===== src/design/fpsr_pkg.sv =====
package fpsr_pkg;

  // ==========================================================================
  // timing
  // ==========================================================================
  localparam int unsigned CLK_HZ          = 50_000_000;
  localparam int unsigned DEBOUNCE_MS     = 5;
  localparam int unsigned BLINK_HZ        = 1;
  localparam int unsigned REBOOT_DELAY_S  = 10;
  localparam int unsigned HOLD_SHORT_S    = 1;
  localparam int unsigned HOLD_USER_S     = 10;
  localparam int unsigned HOLD_FACTORY_S  = 20;
  localparam int unsigned DEBOUNCE_CYC    = CLK_HZ / 1000 * DEBOUNCE_MS;
  localparam int unsigned BLINK_HALF_CYC  = CLK_HZ / (2 * BLINK_HZ);
  localparam int unsigned SEC_CYC         = CLK_HZ;

  // ==========================================================================
  // apb register map
  // ==========================================================================
  localparam logic [7:0]  ADDR_STATUS   = 8'h00;
  localparam logic [7:0]  ADDR_IRQ_STAT = 8'h04;
  localparam logic [7:0]  ADDR_IRQ_MASK = 8'h08;
  localparam logic [7:0]  ADDR_CONTROL  = 8'h0c;
  localparam logic [31:0] APB_ZERO      = 32'h0000_0000;

  // event bit positions, shared by irq status and mask
  localparam int unsigned EV_SHORT   = 0;
  localparam int unsigned EV_OPEN    = 1;
  localparam int unsigned EV_HWRST   = 2;
  localparam int unsigned EV_USER    = 3;
  localparam int unsigned EV_FACTORY = 4;
  localparam int unsigned EV_W       = 5;
  localparam logic [EV_W-1:0] EV_ZERO = 5'h00;

  // control bits
  localparam int unsigned CTL_USER_SAVED = 0;

  // ==========================================================================
  // sync source states
  // ==========================================================================
  typedef enum logic [2:0] {
    SYNC_LOCKED              = 3'h0,
    SYNC_LOCKED_HOLDOVER     = 3'h1,
    SYNC_LOCKED_SIMULATED    = 3'h2,
    SYNC_OSC_REQUALIFYING    = 3'h3,
    SYNC_OSC_EXTERNALLY_SET  = 3'h4,
    SYNC_OSC_MANUALLY_SET    = 3'h5,
    SYNC_NO_VALID_TIME       = 3'h6
  } fpsr_sync_t;

  typedef enum logic [1:0] {
    ACT_NONE,
    ACT_HWRST,
    ACT_USER,
    ACT_FACTORY
  } fpsr_act_t;

endpackage


===== src/design/fpsr_top.sv =====
// How it works
// RULE1: speed led off at 10, on at 100
// RULE2: link led off without link, on idle
// RULE3: link led flashes on lan traffic
// RULE4: locked: red off, green on
// RULE5: holdover running: red off, green flashes
// RULE6: simulation mode: red flashes, green on
// RULE7: requalifying: both leds flash
// RULE8: oscillator externally set: both on
// RULE9: oscillator manually set: red on, green flashes
// RULE10: no valid time: red on, green off
// RULE11: separate antenna short and open faults
// RULE12: under 1 s ignored, 1-9 s hardware reset
// RULE13: 10-19 s user restore, reboot 10 s later
// RULE14: 20 s or more factory restore, reboot later
// RULE15: no saved user set means factory restore
// RULE16: debounce button before timing the hold
// RULE17: one shared blink source for all flashing
`timescale 1ns/1ns
`default_nettype none
module fpsr_top
  import fpsr_pkg::*;
#(
  parameter int unsigned DEBOUNCE_CYCLES = DEBOUNCE_CYC,
  parameter int unsigned BLINK_CYCLES    = BLINK_HALF_CYC,
  parameter int unsigned SECOND_CYCLES   = SEC_CYC,
  parameter int unsigned REBOOT_SECONDS  = REBOOT_DELAY_S
)(
  input  wire logic        pclk,
  input  wire logic        presetn,
  input  wire logic        psel,
  input  wire logic        penable,
  input  wire logic        pwrite,
  input  wire logic [7:0]  paddr,
  input  wire logic [31:0] pwdata,
  output var  logic [31:0] prdata,
  output var  logic        pready,
  output var  logic        pslverr,
  input  wire logic        phy_link_up,
  input  wire logic        phy_speed_100,
  input  wire logic        phy_activity,
  input  wire logic [2:0]  sync_state,
  input  wire logic        antenna_short,
  input  wire logic        antenna_open,
  input  wire logic        button_n,
  output var  logic        speed_indicator,
  output var  logic        link_activity_indicator,
  output var  logic        red_status_indicator,
  output var  logic        green_status_indicator,
  output var  logic        antenna_short_fault,
  output var  logic        antenna_open_fault,
  output var  logic        hw_reset_pulse,
  output var  logic        user_preset_restore,
  output var  logic        factory_restore,
  output var  logic        reboot_pulse,
  output var  logic        irq
);

  // ==========================================================================
  // state
  // ==========================================================================
  typedef struct packed {
    logic [31:0] prdata;
    logic        pready;
    logic        pslverr;
    logic        speed;
    logic        link;
    logic        red;
    logic        green;
    logic        ant_short;
    logic        ant_open;
    logic        hw_rst;
    logic        user_rst;
    logic        fact_rst;
    logic        reboot;
    logic        irq;
    logic        blink;
    logic [31:0] blink_cnt;
    logic        btn_raw;
    logic        btn_stable;
    logic [31:0] deb_cnt;
    logic [31:0] sec_cnt;
    logic [7:0]  hold_s;
    logic        reboot_pend;
    logic [31:0] reboot_sec_cnt;
    logic [7:0]  reboot_s;
    logic [EV_W-1:0] ev_stat;
    logic [EV_W-1:0] ev_mask;
    logic        user_saved;
  } fpsr_state_t;

  fpsr_state_t s_r;
  fpsr_state_t s_nxt;

  function automatic fpsr_act_t hold_action(input logic [7:0] secs,
                                            input logic       saved);
    fpsr_act_t a;
    a = ACT_NONE;
    if (secs >= 8'(HOLD_FACTORY_S))
      a = ACT_FACTORY; // RULE14
    else if (secs >= 8'(HOLD_USER_S))
      a = saved ? ACT_USER : ACT_FACTORY; // RULE13 RULE15
    else if (secs >= 8'(HOLD_SHORT_S))
      a = ACT_HWRST; // RULE12
    return a;
  endfunction

  // ==========================================================================
  // next state
  // ==========================================================================
  always_comb
  begin
    fpsr_act_t        act;
    logic [EV_W-1:0]  ev_set;
    logic             apb_acc;
    logic             btn_pressed;
    act         = ACT_NONE;
    ev_set      = EV_ZERO;
    apb_acc     = psel && penable && !s_r.pready;
    btn_pressed = !button_n;
    s_nxt       = s_r;
    s_nxt.hw_rst   = 1'b0;
    s_nxt.user_rst = 1'b0;
    s_nxt.fact_rst = 1'b0;
    s_nxt.reboot   = 1'b0;

    // shared blink keeps every flashing led in phase
    if (s_r.blink_cnt >= BLINK_CYCLES - 1)
    begin
      s_nxt.blink_cnt = 32'h0;
      s_nxt.blink     = !s_r.blink; // RULE17
    end
    else
      s_nxt.blink_cnt = s_r.blink_cnt + 32'h1;

    s_nxt.speed = phy_speed_100; // RULE1
    if (!phy_link_up)
      s_nxt.link = 1'b0; // RULE2
    else if (phy_activity)
      s_nxt.link = s_r.blink; // RULE3
    else
      s_nxt.link = 1'b1; // RULE2

    case (fpsr_sync_t'(sync_state))
      SYNC_LOCKED:
      begin
        s_nxt.red   = 1'b0; // RULE4
        s_nxt.green = 1'b1;
      end
      SYNC_LOCKED_HOLDOVER:
      begin
        s_nxt.red   = 1'b0; // RULE5
        s_nxt.green = s_r.blink;
      end
      SYNC_LOCKED_SIMULATED:
      begin
        s_nxt.red   = s_r.blink; // RULE6
        s_nxt.green = 1'b1;
      end
      SYNC_OSC_REQUALIFYING:
      begin
        s_nxt.red   = s_r.blink; // RULE7
        s_nxt.green = s_r.blink;
      end
      SYNC_OSC_EXTERNALLY_SET:
      begin
        s_nxt.red   = 1'b1; // RULE8
        s_nxt.green = 1'b1;
      end
      SYNC_OSC_MANUALLY_SET:
      begin
        s_nxt.red   = 1'b1; // RULE9
        s_nxt.green = s_r.blink;
      end
      default:
      begin
        s_nxt.red   = 1'b1; // RULE10
        s_nxt.green = 1'b0;
      end
    endcase

    s_nxt.ant_short = antenna_short; // RULE11
    s_nxt.ant_open  = antenna_open; // RULE11
    ev_set[EV_SHORT] = antenna_short && !s_r.ant_short;
    ev_set[EV_OPEN]  = antenna_open && !s_r.ant_open;

    // debounce: level must hold for the full window before it counts
    s_nxt.btn_raw = btn_pressed;
    if (btn_pressed != s_r.btn_raw)
      s_nxt.deb_cnt = 32'h0;
    else if (s_r.deb_cnt >= DEBOUNCE_CYCLES - 1)
      s_nxt.btn_stable = s_r.btn_raw; // RULE16
    else
      s_nxt.deb_cnt = s_r.deb_cnt + 32'h1;

    // hold timer saturates so very long presses stay factory restores
    if (s_r.btn_stable)
    begin
      if (s_r.sec_cnt >= SECOND_CYCLES - 1)
      begin
        s_nxt.sec_cnt = 32'h0;
        if (s_r.hold_s != 8'hff)
          s_nxt.hold_s = s_r.hold_s + 8'h1; // RULE12
      end
      else
        s_nxt.sec_cnt = s_r.sec_cnt + 32'h1;
    end
    else
    begin
      s_nxt.sec_cnt = 32'h0;
      s_nxt.hold_s  = 8'h0;
    end

    if (s_r.btn_stable && !s_nxt.btn_stable)
      act = hold_action(s_r.hold_s, s_r.user_saved);
    case (act)
      ACT_HWRST:
      begin
        s_nxt.hw_rst = 1'b1; // RULE12
        ev_set[EV_HWRST] = 1'b1;
      end
      ACT_USER:
      begin
        s_nxt.user_rst    = 1'b1; // RULE13
        s_nxt.reboot_pend = 1'b1;
        s_nxt.reboot_sec_cnt = 32'h0;
        s_nxt.reboot_s    = 8'h0;
        ev_set[EV_USER]   = 1'b1;
      end
      ACT_FACTORY:
      begin
        s_nxt.fact_rst    = 1'b1; // RULE14 RULE15
        s_nxt.reboot_pend = 1'b1;
        s_nxt.reboot_sec_cnt = 32'h0;
        s_nxt.reboot_s    = 8'h0;
        ev_set[EV_FACTORY] = 1'b1;
      end
      default:
      begin
      end
    endcase

    if (s_r.reboot_pend && act == ACT_NONE)
    begin
      if (s_r.reboot_sec_cnt >= SECOND_CYCLES - 1)
      begin
        s_nxt.reboot_sec_cnt = 32'h0;
        if (s_r.reboot_s >= 8'(REBOOT_SECONDS - 1))
        begin
          s_nxt.reboot      = 1'b1; // RULE13 RULE14
          s_nxt.reboot_pend = 1'b0;
        end
        else
          s_nxt.reboot_s = s_r.reboot_s + 8'h1;
      end
      else
        s_nxt.reboot_sec_cnt = s_r.reboot_sec_cnt + 32'h1;
    end

    // apb: one wait state, answer on the second access cycle
    s_nxt.pready  = apb_acc;
    s_nxt.pslverr = 1'b0;
    s_nxt.prdata  = APB_ZERO;
    if (apb_acc)
    begin
      if (paddr == ADDR_STATUS)
      begin
        if (pwrite)
          s_nxt.pslverr = 1'b1;
        else
          s_nxt.prdata = {22'h0, s_r.btn_stable, s_r.reboot_pend,
                          s_r.ant_open, s_r.ant_short, sync_state,
                          s_r.link, phy_link_up, s_r.speed};
      end
      else if (paddr == ADDR_IRQ_STAT)
      begin
        if (pwrite)
          s_nxt.ev_stat = s_r.ev_stat & ~pwdata[EV_W-1:0];
        else
          s_nxt.prdata = {27'h0, s_r.ev_stat};
      end
      else if (paddr == ADDR_IRQ_MASK)
      begin
        if (pwrite)
          s_nxt.ev_mask = pwdata[EV_W-1:0];
        else
          s_nxt.prdata = {27'h0, s_r.ev_mask};
      end
      else if (paddr == ADDR_CONTROL)
      begin
        if (pwrite)
          s_nxt.user_saved = pwdata[CTL_USER_SAVED]; // RULE15
        else
          s_nxt.prdata = {31'h0, s_r.user_saved};
      end
      else
        s_nxt.pslverr = 1'b1;
    end
    // a new event wins over a simultaneous clear
    s_nxt.ev_stat = s_nxt.ev_stat | ev_set;
    s_nxt.irq     = |(s_nxt.ev_stat & s_nxt.ev_mask);
  end

  // ==========================================================================
  // registers
  // ==========================================================================
  always_ff @(posedge pclk or negedge presetn)
  begin
    if (!presetn)
      s_r <= '0;
    else
      s_r <= s_nxt;
  end

  assign prdata                  = s_r.prdata;
  assign pready                  = s_r.pready;
  assign pslverr                 = s_r.pslverr;
  assign speed_indicator         = s_r.speed;
  assign link_activity_indicator = s_r.link;
  assign red_status_indicator    = s_r.red;
  assign green_status_indicator  = s_r.green;
  assign antenna_short_fault     = s_r.ant_short;
  assign antenna_open_fault      = s_r.ant_open;
  assign hw_reset_pulse          = s_r.hw_rst;
  assign user_preset_restore     = s_r.user_rst;
  assign factory_restore         = s_r.fact_rst;
  assign reboot_pulse            = s_r.reboot;
  assign irq                     = s_r.irq;

endmodule
`default_nettype wire


===== config.mk =====
export PLATFORM = sky130hd
export DESIGN_NAME = fpsr_top
export DESIGN_NICKNAME = d
export VERILOG_FILES = /design/src/design/fpsr_pkg.sv /design/src/design/fpsr_top.sv
export SDC_FILE = /design/constraint.sdc
export NUM_CORES = 1
export LEC_CHECK = 0
export BUFFER_PORTS_ARGS = -buffer_cell sky130_fd_sc_hd__buf_2
export CAP_MARGIN = 5
export CORE_MARGIN = 3
export CORE_UTILIZATION = 56
export CTS_CLUSTER_DIAMETER = 100
export DETAILED_ROUTE_END_ITERATION = 10
export HOLD_SLACK_MARGIN = 0.05
export PLACE_DENSITY = 0.78
export REMOVE_ABC_BUFFERS = 1
export SYNTH_ARGS = -nofsm -noshare
export SYNTH_HDL_FRONTEND = slang
export SYNTH_SLANG_ARGS = --single-unit

===== constraint.sdc =====
create_clock -name pclk -period 3.1 [get_ports pclk]
set_input_delay 0.155 -clock pclk [delete_from_list [all_inputs] [get_ports pclk]]
set_output_delay 0.155 -clock pclk [all_outputs]
set_load 0.01 [all_outputs]

==> results of run 1 <==
final timing paths:
path	from	to	cells past startpoint
worst max-delay path	s_r[53]$_DFFE_PN0P_	s_r[33]$_DFFE_PN0P_	10
worst min-delay path	paddr[2]	prdata[8]$_DFF_PN0_	2
worst max register to register	s_r[53]$_DFFE_PN0P_	s_r[33]$_DFFE_PN0P_	10
worst min register to register	s_r[42]$_DFFE_PN0P_	s_r[42]$_DFFE_PN0P_	1
max in group asynchronous	presetn	s_r[96]$_DFFE_PN0P_	3
min in group asynchronous	presetn	s_r[73]$_DFF_PN0_	2
stage by stage:
step	util [%]	instance area, sq um	cells
5_1_grt	66.6	9870	1137
4_1_cts	66.6	9870	1137
2_1_floorplan	-	8390	836
3_5_place_dp	61.1	9050	1087
3_3_place_gp	61.1	9050	1087
6_report	66.6	9870	1137
Yosys cell counts (4+ instances only):
| master | number | area share [%] |
|---|---|---|
| a21boi_0 | 4 | 0.35 |
| a21oi_1 | 40 | 2.3 |
| a31oi_1 | 7 | 0.51 |
| and2_1 | 22 | 1.6 |
| and3_1 | 30 | 2.2 |
| and4_1 | 11 | 1.1 |
| buf_2 | 4 | 0.23 |
| buf_4 | 32 | 2.8 |
| clkbuf_1 | 23 | 1.0 |
| dfrtp_1 | 182 | 53 |
| ha_1 | 11 | 1.6 |
| inv_1 | 17 | 0.74 |
| mux2i_1 | 9 | 1.0 |
| nand2_1 | 66 | 2.9 |
| nand2b_1 | 4 | 0.29 |
| nand3_1 | 44 | 2.6 |
| nand3b_1 | 12 | 1.0 |
| nand4_1 | 11 | 0.80 |
| nor2_1 | 108 | 4.7 |
| nor2b_1 | 18 | 1.3 |
| nor3_1 | 24 | 1.4 |
| nor4_1 | 11 | 0.80 |
| o211ai_1 | 5 | 0.44 |
| o21ai_0 | 33 | 1.9 |
| o31ai_1 | 6 | 0.52 |
| or3_1 | 18 | 1.3 |
| or4_1 | 5 | 0.44 |
| xnor2_1 | 30 | 3.1 |
| xor2_1 | 33 | 3.4 |
where the power goes:
part / internal, mW / switching [mW] / total [mW]
Sequential: 2.40 / 0.0174 / 2.42
Clock: 1.39 / 0.900 / 2.29
Combinational: 0.0696 / 0.123 / 0.193
Total: 3.86 / 1.04 / 4.90
final cells by class:
cell class	instances	area share (%)
multi-input combinational	637	38.5
sequential	182	46.2
tap	184	2.33
timing repair buffer	86	5.97
inverter	17	0.647
clock inverter	12	1.80
clock buffer	19	4.59
logic make-up (layout without fill, tap and decap cells):
group | Yosys count | count (layout) | share of synthesized area (%)
and+or+nand+nor | 397 | 397 | 23.7
DFF | 182 | 182 | 52.9
AOI/OAI and AO/OA | 117 | 117 | 8.64
buffers and inverters | 78 | 134 | 4.85
xor gates and xnor gates | 63 | 63 | 6.41
muxes | 14 | 14 | 1.87
adders and majority gates | 11 | 11 | 1.60
other | 1 | 35 | 0.0435
critical path, delay by kind of cell (launching register included):
| family | cells | cell delay (ns) |
|---|---|---|
| flops | 1 | 0.42 |
| buf+inv | 2 | 0.33 |
| compound gates | 5 | 1.23 |
| fa+ha+maj | 1 | 0.19 |
| simple gates | 2 | 0.61 |
metal layers:
metal | global-route usage (%) | part of all wire, % | vias to the layer above
met1 | 30.8 | 49 | 3054
met3 | 4.75 | 3.6 | 16
met5 | 0 | 0 | -
li1 | - | - | 3081
met4 | 5.68 | 0.99 | 0
met2 | 33.3 | 47 | 116
timing repair:
item / 4_1_cts / 5_1_grt
hold buffers: 19 / 0
setup buffers: 0 / 0
endpoints found under the hold margin: 81 / 0
==> impl_metrics.json, run 1 <==
{
  "regMostFlops": "s_r",
  "crit_fanout": 19,
  "path_class": "flip-flop to flip-flop",
  "io_buffers": 49,
  "clock_latency_ns": 0.43,
  "viasPerCell": 5.51,
  "hpwl_um": 11200,
  "ff_latch_area_sq_um": 4550,
  "num_antenna_cells": 0,
  "grt_pass1_vias": 5942,
  "fin_setup_tns_ns": 0,
  "rsz0062_at_grt": "no",
  "fmax_mhz": 346,
  "seq_area_frac_synth_pct": 52.9,
  "start_util_pct": 58.2,
  "power.total_mw": 4.90,
  "crit_chain": "inv_1 > ha_1 > or3b_4 > a2111oi_4 > a211oi_2 > a21o_4 > buf_4 > nor2_1 > a41oi_1 > a311oi_1",
  "async_flop_share_pct": 100,
  "slowest_stage": "dfrtp_1",
  "ys_ff_latch": 182,
  "worstPathArrival_ns": 3.22,
  "ant_nets": 0,
  "final_cell_mix": "dfrtp_1 (182), nor2_1 (108), nand2_1 (66)",
  "die-area_sq_um": 16900,
  "setup_viol": 0,
  "place_congestion": 0.857,
  "fillCellCount": 1118,
  "drive_above_1_share_pct": 12.4,
  "p_leak_nw": 4.39,
  "crit_required_ns": 3.43,
  "whs_ns": 0.0814,
  "status": "complete, no violations",
  "cp-start-kind": "flip-flop",
  "yosys_warnings": 0,
  "synth_cell_type_count": 58,
  "drt_wl_total_um": 17100,
  "cts.repair.resized": 0,
  "die_w_um": 130,
  "synth_flop_cell": "dfrtp_1",
  "antenna_found_initial": 0,
  "die_y_um": 130,
  "hold_viol": 0,
  "worst_slew_pin_slew_ns": 0.815,
  "core_sq_um": 14800,
  "grt_overflow_total": 0,
  "grt_max_degree": 66,
  "drt-pass1-iter-count": 5,
  "fp-row-count": 44,
  "cts_buffers": 17,
  "final_common_cell": "dfrtp_1",
  "first_iter_violations": 513,
  "relSlewSlack_pct": 45.6,
  "clkTransAtPathRegs_ns": 0.07,
  "htreeDepth": 4,
  "cp-end-kind": "flip-flop",
  "period_needed_ns": 2.89,
  "drv_slew": 0,
  "vias": 6267,
  "area_growth_pct": 14.6,
  "syn_area_sq_um": 8610,
  "multi_input_area_sq_um": 3800,
  "slowest_delay_ns": 0.42,
  "clk_path_buf_depth": 2,
  "reg2reg_slack_ns": 0.21,
  "period_share_pct": 93.2,
  "grt_pass1_wl_um": 28800,
  "hold_class": "input port to flip-flop",
  "syn_inst": 863,
  "avgRoutedWirePerCell_um": 15.1,
  "setup_slack_ns": 0.211,
  "largest_register_ffs": 159,
  "cts-root-buf": "clkbuf_16",
  "cts.sinks": 182,
  "syn_area_per_cell_sq_um": 9.98,
  "grt_usage_pct": 21.4,
  "power.density_nw_per_um2": 497,
  "cap_viol_max_count": 0,
  "ios": 99,
  "cts_tree": "built",
  "skew_ns": 0.00849,
  "fin_nets": 1006,
  "peakVddDrop_uv": 381,
  "drc": 0,
  "synth_edf_count": 0,
  "pre_cts_ws_ns": 0.172
}
Power figures use the tool's default switching activity.
==> run 2: changes to the inputs <==
--- a/config.mk
+++ b/config.mk
@@ -13,7 +13,6 @@
 export DETAILED_ROUTE_END_ITERATION = 10
 export HOLD_SLACK_MARGIN = 0.05
 export PLACE_DENSITY = 0.78
-export REMOVE_ABC_BUFFERS = 1
 export SYNTH_ARGS = -nofsm -noshare
 export SYNTH_HDL_FRONTEND = slang
 export SYNTH_SLANG_ARGS = --single-unit
==> run 2 against run 1 <==
Compared with the run above:
- cell area is 0.22% lower
- critical path depth is 1 lower
- global-route usage is 1.1 points lower
- first-iteration DRC count is 1.6% lower
- register-to-register slack hardly changed
- clock skew hardly changed
- final cell count is 0.18% higher
- die area stayed put
- clock-buffer cell count is 1 lower
- hold slack better by 0.014 ns
==> impl_metrics.json, run 2 (synthesis results as in run 1) <==
{
  "hold_viol": 0,
  "clock_latency_ns": 0.44,
  "cts_tree": "built",
  "setup_slack_ns": 0.206,
  "period_needed_ns": 2.89,
  "fin_nets": 1007,
  "worstPathArrival_ns": 3.25,
  "whs_ns": 0.0956,
  "vias": 6215,
  "num_antenna_cells": 0,
  "avgRoutedWirePerCell_um": 14.3,
  "htreeDepth": 4,
  "hold_class": "input port to flip-flop",
  "drt-pass1-iter-count": 5,
  "status": "complete, no violations",
  "fin_setup_tns_ns": 0,
  "die-area_sq_um": 16900,
  "clkTransAtPathRegs_ns": 0.07,
  "cts_setup_buffers": 0,
  "slowest_delay_ns": 0.46,
  "die_y_um": 130,
  "antenna_found_initial": 0,
  "setup_viol": 0,
  "final_common_cell": "dfrtp_1",
  "die_w_um": 130,
  "p_leak_nw": 4.38,
  "cp-end-kind": "flip-flop",
  "grt_overflow_total": 0,
  "gr-usage-met1_pct": 26.9,
  "slowest_stage": "or4_1",
  "grt_max_degree": 97,
  "io_buffers": 49,
  "grt_pass1_vias": 6148,
  "drc": 0,
  "ant_nets": 0,
  "peakVddDrop_uv": 374,
  "start_util_pct": 58.2,
  "path_class": "flip-flop to flip-flop",
  "grt_usage_pct": 20.3,
  "hpwl_um": 10500,
  "drv_slew": 0,
  "grt_use_met3_pct": 5.53,
  "use_met2_pct": 32.9,
  "period_share_pct": 93.3,
  "place_congestion": 0.811,
  "final_cell_mix": "dfrtp_1 (182), nor2_1 (107), nand2_1 (66)",
  "ios": 99,
  "fp-row-count": 44,
  "crit_fanout": 21,
  "relSlewSlack_pct": 44.0,
  "clk_path_buf_depth": 2,
  "cts_buffers": 17,
  "skew_ns": 0.00838,
  "regMostFlops": "s_r",
  "cts-root-buf": "clkbuf_16",
  "area_growth_pct": 14.3,
  "worst_slew_pin_slew_ns": 0.840,
  "crit_chain": "inv_1 > ha_1 > or3b_4 > a2111oi_4 > a211oi_2 > a21o_4 > or2_4 > or4_1 > a21oi_1",
  "largest_register_ffs": 159,
  "grt_pass1_wl_um": 27800,
  "rsz0062_at_grt": "no",
  "pre_cts_ws_ns": 0.211,
  "drive_above_1_share_pct": 12.6,
  "power.total_mw": 4.77,
  "cp-start-kind": "flip-flop",
  "dpl-instance-area_sq_um": 9050,
  "cts.sinks": 182,
  "design_area_sq_um": 9850,
  "drt_wl_total_um": 16300,
  "cap_viol_max_count": 0,
  "power.density_nw_per_um2": 484,
  "viasPerCell": 5.46,
  "grt-busiest-layer": "met2",
  "core_sq_um": 14800,
  "first_iter_violations": 505,
  "fmax_mhz": 346,
  "crit_required_ns": 3.46
}
==> run 2: cell types whose count changed in the layout (fill, tap and decap cells not counted), moves of 2 or more <==
| cell | delta |
|---|---|
| bufinv_16 | -3 |
| clkinv_2 | -2 |
| inv_6 | +3 |
| inv_8 | +4 |
==> run 2: final timing paths <==
check                                     from                  end  slack, ns  cells past startpoint
setup / recovery           s_r[52]$_DFFE_PN0P_  s_r[36]$_DFFE_PN0P_       0.21                      9
hold / removal                        paddr[3]  prdata[8]$_DFF_PN0_        0.1                      2
setup reg to reg           s_r[52]$_DFFE_PN0P_  s_r[36]$_DFFE_PN0P_       0.21                      9
hold reg to reg              s_r[15]$_DFF_PN0_    s_r[15]$_DFF_PN0_       0.48                      1
max in group asynchronous              presetn   s_r[150]$_DFF_PN0_       1.90                      3
min in group asynchronous              presetn    s_r[73]$_DFF_PN0_       0.37                      2
==> run 2: area by class of cell <==
class / instances / area [sq um]
clock buffer: 18 / 439
clock inverter: 14 / 158
fill: 1097 / 4960
inverter: 17 / 63.8
multi-input combinational: 637 / 3800
sequential: 182 / 4550
tap: 184 / 230
timing repair buffer: 87 / 599
==> run 2: metal layers <==
metal / vias to the layer above / part of all wire (%)
met2: 137 / 47
met4: 0 / 1.2
li1: 3083 / -
met1: 2980 / 47
met3: 15 / 4.9
met5: - / 0
==> run 2: critical path: cells and delay by family (launching register included) <==
| kind | cells | cell delay, ns |
|---|---|---|
| simple gates | 3 | 1.11 |
| flops | 1 | 0.44 |
| fa+ha+maj | 1 | 0.16 |
| compound gates | 4 | 0.95 |
| buf+inv | 1 | 0.15 |
==> run 2: where the power goes <==
part	internal (mW)	switching (mW)	leakage (nW)
logic	0.0702	0.119	1.68
registers	2.40	0.0167	2.42
clock network	1.17	0.992	0.284
==> run 2: stage by stage <==
step | instances | util, %
2_1_floorplan | 897 | -
3_3_place_gp | 1087 | 61.1
3_5_place_dp | 1087 | 61.1
4_1_cts | 1139 | 66.5
5_1_grt | 1139 | 66.5
6_report | 1139 | 66.5
==> run 2: repair_timing <==
action	4_1_cts	5_1_grt
hold endpoints to repair	113	0
resized for setup	0	1
hold buffers	20	0
setup endpoints to repair	0	7
==> run 3: changes to the inputs <==
--- a/config.mk
+++ b/config.mk
@@ -11,8 +11,8 @@
 export CORE_UTILIZATION = 56
 export CTS_CLUSTER_DIAMETER = 100
 export DETAILED_ROUTE_END_ITERATION = 10
-export HOLD_SLACK_MARGIN = 0.05
 export PLACE_DENSITY = 0.78
+export REMOVE_ABC_BUFFERS = 1
 export SYNTH_ARGS = -nofsm -noshare
 export SYNTH_HDL_FRONTEND = slang
 export SYNTH_SLANG_ARGS = --single-unit
==> constraint.sdc (replaced) <==
create_clock -name pclk -period 3.4 [get_ports pclk]
set_input_delay 0.17 -clock pclk [delete_from_list [all_inputs] [get_ports pclk]]
set_output_delay 0.17 -clock pclk [all_outputs]
set_load 0.01 [all_outputs]
==> run 3 against run 2 <==
Compared with the run above:
- clock skew rose by 0.00096 ns
- highest routed layer unchanged
- hold slack got worse by 0.069 ns
- sequential power down 8.7%
- sequential cell count did not move
- critical path depth unchanged
- final cell count is 1.4% lower
- fmax down 1.5%
- largest power group unchanged
- power down 7.6%
- routed wire length increased by 2.8%
- critical endpoint unchanged
- clock-buffer cell count increased by 3
==> impl_metrics.json, run 3 (synthesis results as in run 1) <==
{
  "io_buffers": 49,
  "avgRoutedWirePerCell_um": 14.9,
  "die-area_sq_um": 16900,
  "p_leak_nw": 4.32,
  "viasPerCell": 5.58,
  "hold_path_depth": 2,
  "drc": 0,
  "regMostFlops": "s_r",
  "final_common_cell": "dfrtp_1",
  "fin_setup_tns_ns": 0,
  "fmax_mhz": 340,
  "area_growth_pct": 12.8,
  "timing.rr.start": "s_r[53]$_DFFE_PN0P_",
  "crit_required_ns": 3.75,
  "worst_r2r_path_depth": 9,
  "rsz0062_at_grt": "no",
  "whs_endpoint": "s_r[2]$_DFF_PN0_",
  "grt_usage_pct": 21.2,
  "grt_max_degree": 62,
  "fillCellCount": 1135,
  "grt_pass1_vias": 6185,
  "hp-start": "pwdata[1]",
  "cp-end-kind": "flip-flop",
  "slowest_delay_ns": 0.46,
  "drive_above_1_share_pct": 11.9,
  "vias": 6270,
  "cts_buffers": 17,
  "cts_tree": "built",
  "cts_setup_buffers": 0,
  "htreeDepth": 4,
  "num_antenna_cells": 0,
  "reg2reg_slack_ns": 0.46,
  "cp-start-kind": "flip-flop",
  "grt_pass1_wl_um": 28800,
  "relSlewSlack_pct": 38.4,
  "peakVddDrop_uv": 418,
  "first_iter_violations": 481,
  "path_class": "flip-flop to flip-flop",
  "fp-row-count": 44,
  "drt_wl_total_um": 16800,
  "drv_slew": 0,
  "ios": 99,
  "period_share_pct": 86.4,
  "crit_fanout": 26,
  "start_util_pct": 58.2,
  "antenna_found_initial": 0,
  "clkTransAtPathRegs_ns": 0.07,
  "hold_viol": 0,
  "whs_ns": 0.0265,
  "period_needed_ns": 2.94,
  "grt_overflow_total": 0,
  "hold_class": "input port to flip-flop",
  "core_sq_um": 14800,
  "drt-pass1-iter-count": 5,
  "fin_nets": 991,
  "skew_ns": 0.00934,
  "power.density_nw_per_um2": 453,
  "setup_viol": 0,
  "hpwl_um": 11200,
  "status": "complete, no violations",
  "clk_path_buf_depth": 2,
  "cap_viol_max_count": 0,
  "place_congestion": 0.838,
  "ant_nets": 0,
  "timing.rr.end": "s_r[36]$_DFFE_PN0P_",
  "worstPathArrival_ns": 3.28,
  "die_y_um": 130,
  "worst_slew_pin_slew_ns": 0.916,
  "cts.sinks": 182,
  "crit_chain": "inv_1 > ha_1 > or3b_4 > a2111oi_4 > a211oi_2 > a21o_4 > or2_4 > or4_1 > a21oi_1",
  "clock_latency_ns": 0.42,
  "power.total_mw": 4.40,
  "final_cell_mix": "dfrtp_1 (182), nor2_1 (108), nand2_1 (66)",
  "cts-root-buf": "clkbuf_16",
  "die_w_um": 130,
  "slowest_stage": "or4_1",
  "largest_register_ffs": 159
}
[run 3: layer usage]
layer / vias up / wire length [um] / global-route usage [%]
met5: - / 0 / 0
met1: 3052 / 7930 / 29.0
met4: 0 / 263 / 6.17
met2: 139 / 7860 / 34.0
met3: 25 / 716 / 5.12
li1: 3054 / - / -
[run 3: critical path, delay by kind of cell, from the launching register on]
| kind | cells | cell delay, ns |
|---|---|---|
| buffers and inverters | 1 | 0.12 |
| AOI/OAI and AO/OA | 4 | 0.98 |
| DFF | 1 | 0.44 |
| and+or+nand+nor | 3 | 1.12 |
| adders and majority gates | 1 | 0.19 |
[run 3: worst max-delay path by stage]
stage / end / startpoint / depth (start not counted) / slack, ns
2_1_floorplan: s_r[33]$_DFFE_PN0P_ / s_r[19]$_DFFE_PN0P_ / 8 / -0.60
3_3_place_gp: s_r[36]$_DFFE_PN0P_ / s_r[52]$_DFFE_PN0P_ / 9 / 0.54
3_5_place_dp: s_r[36]$_DFFE_PN0P_ / s_r[53]$_DFFE_PN0P_ / 9 / 0.51
4_1_cts: s_r[36]$_DFFE_PN0P_ / s_r[53]$_DFFE_PN0P_ / 9 / 0.47
5_1_grt: s_r[36]$_DFFE_PN0P_ / s_r[53]$_DFFE_PN0P_ / 9 / 0.31
6_report: s_r[36]$_DFFE_PN0P_ / s_r[53]$_DFFE_PN0P_ / 9 / 0.46
[run 3: cell type report]
class / count / area (sq um) / area share, %
Sequential cell: 182 / 4550 / 46.9
Multi-Input combinational cell: 637 / 3800 / 39.1
Clock buffer: 21 / 470 / 4.84
Timing Repair Buffer: 71 / 454 / 4.67
Tap cell: 184 / 230 / 2.37
Clock inverter: 11 / 148 / 1.52
Inverter: 17 / 63.8 / 0.657
[run 3: power by group]
group / switching [mW] / internal (mW)
Combinational: 0.108 / 0.0543
Sequential: 0.0150 / 2.19
Clock: 0.817 / 1.22
Total: 0.940 / 3.46
[run 3: timing repair]
action,CTS,global route
hold endpoints to repair,67,0
hold buffers,10,0
resized for setup,0,0
endpoints found under the setup margin,0,0
[run 3: metrics by stage]
step	utilization, %	cells	instance area (sq um)	worst slack (ns)
2_1_floorplan	-	836	8390	-0.605
3_5_place_dp	60.8	1081	9000	0.508
6_report	65.6	1123	9720	0.463
5_1_grt	65.6	1123	9720	0.306
3_3_place_gp	60.8	1081	9000	0.537
4_1_cts	65.6	1123	9720	0.472
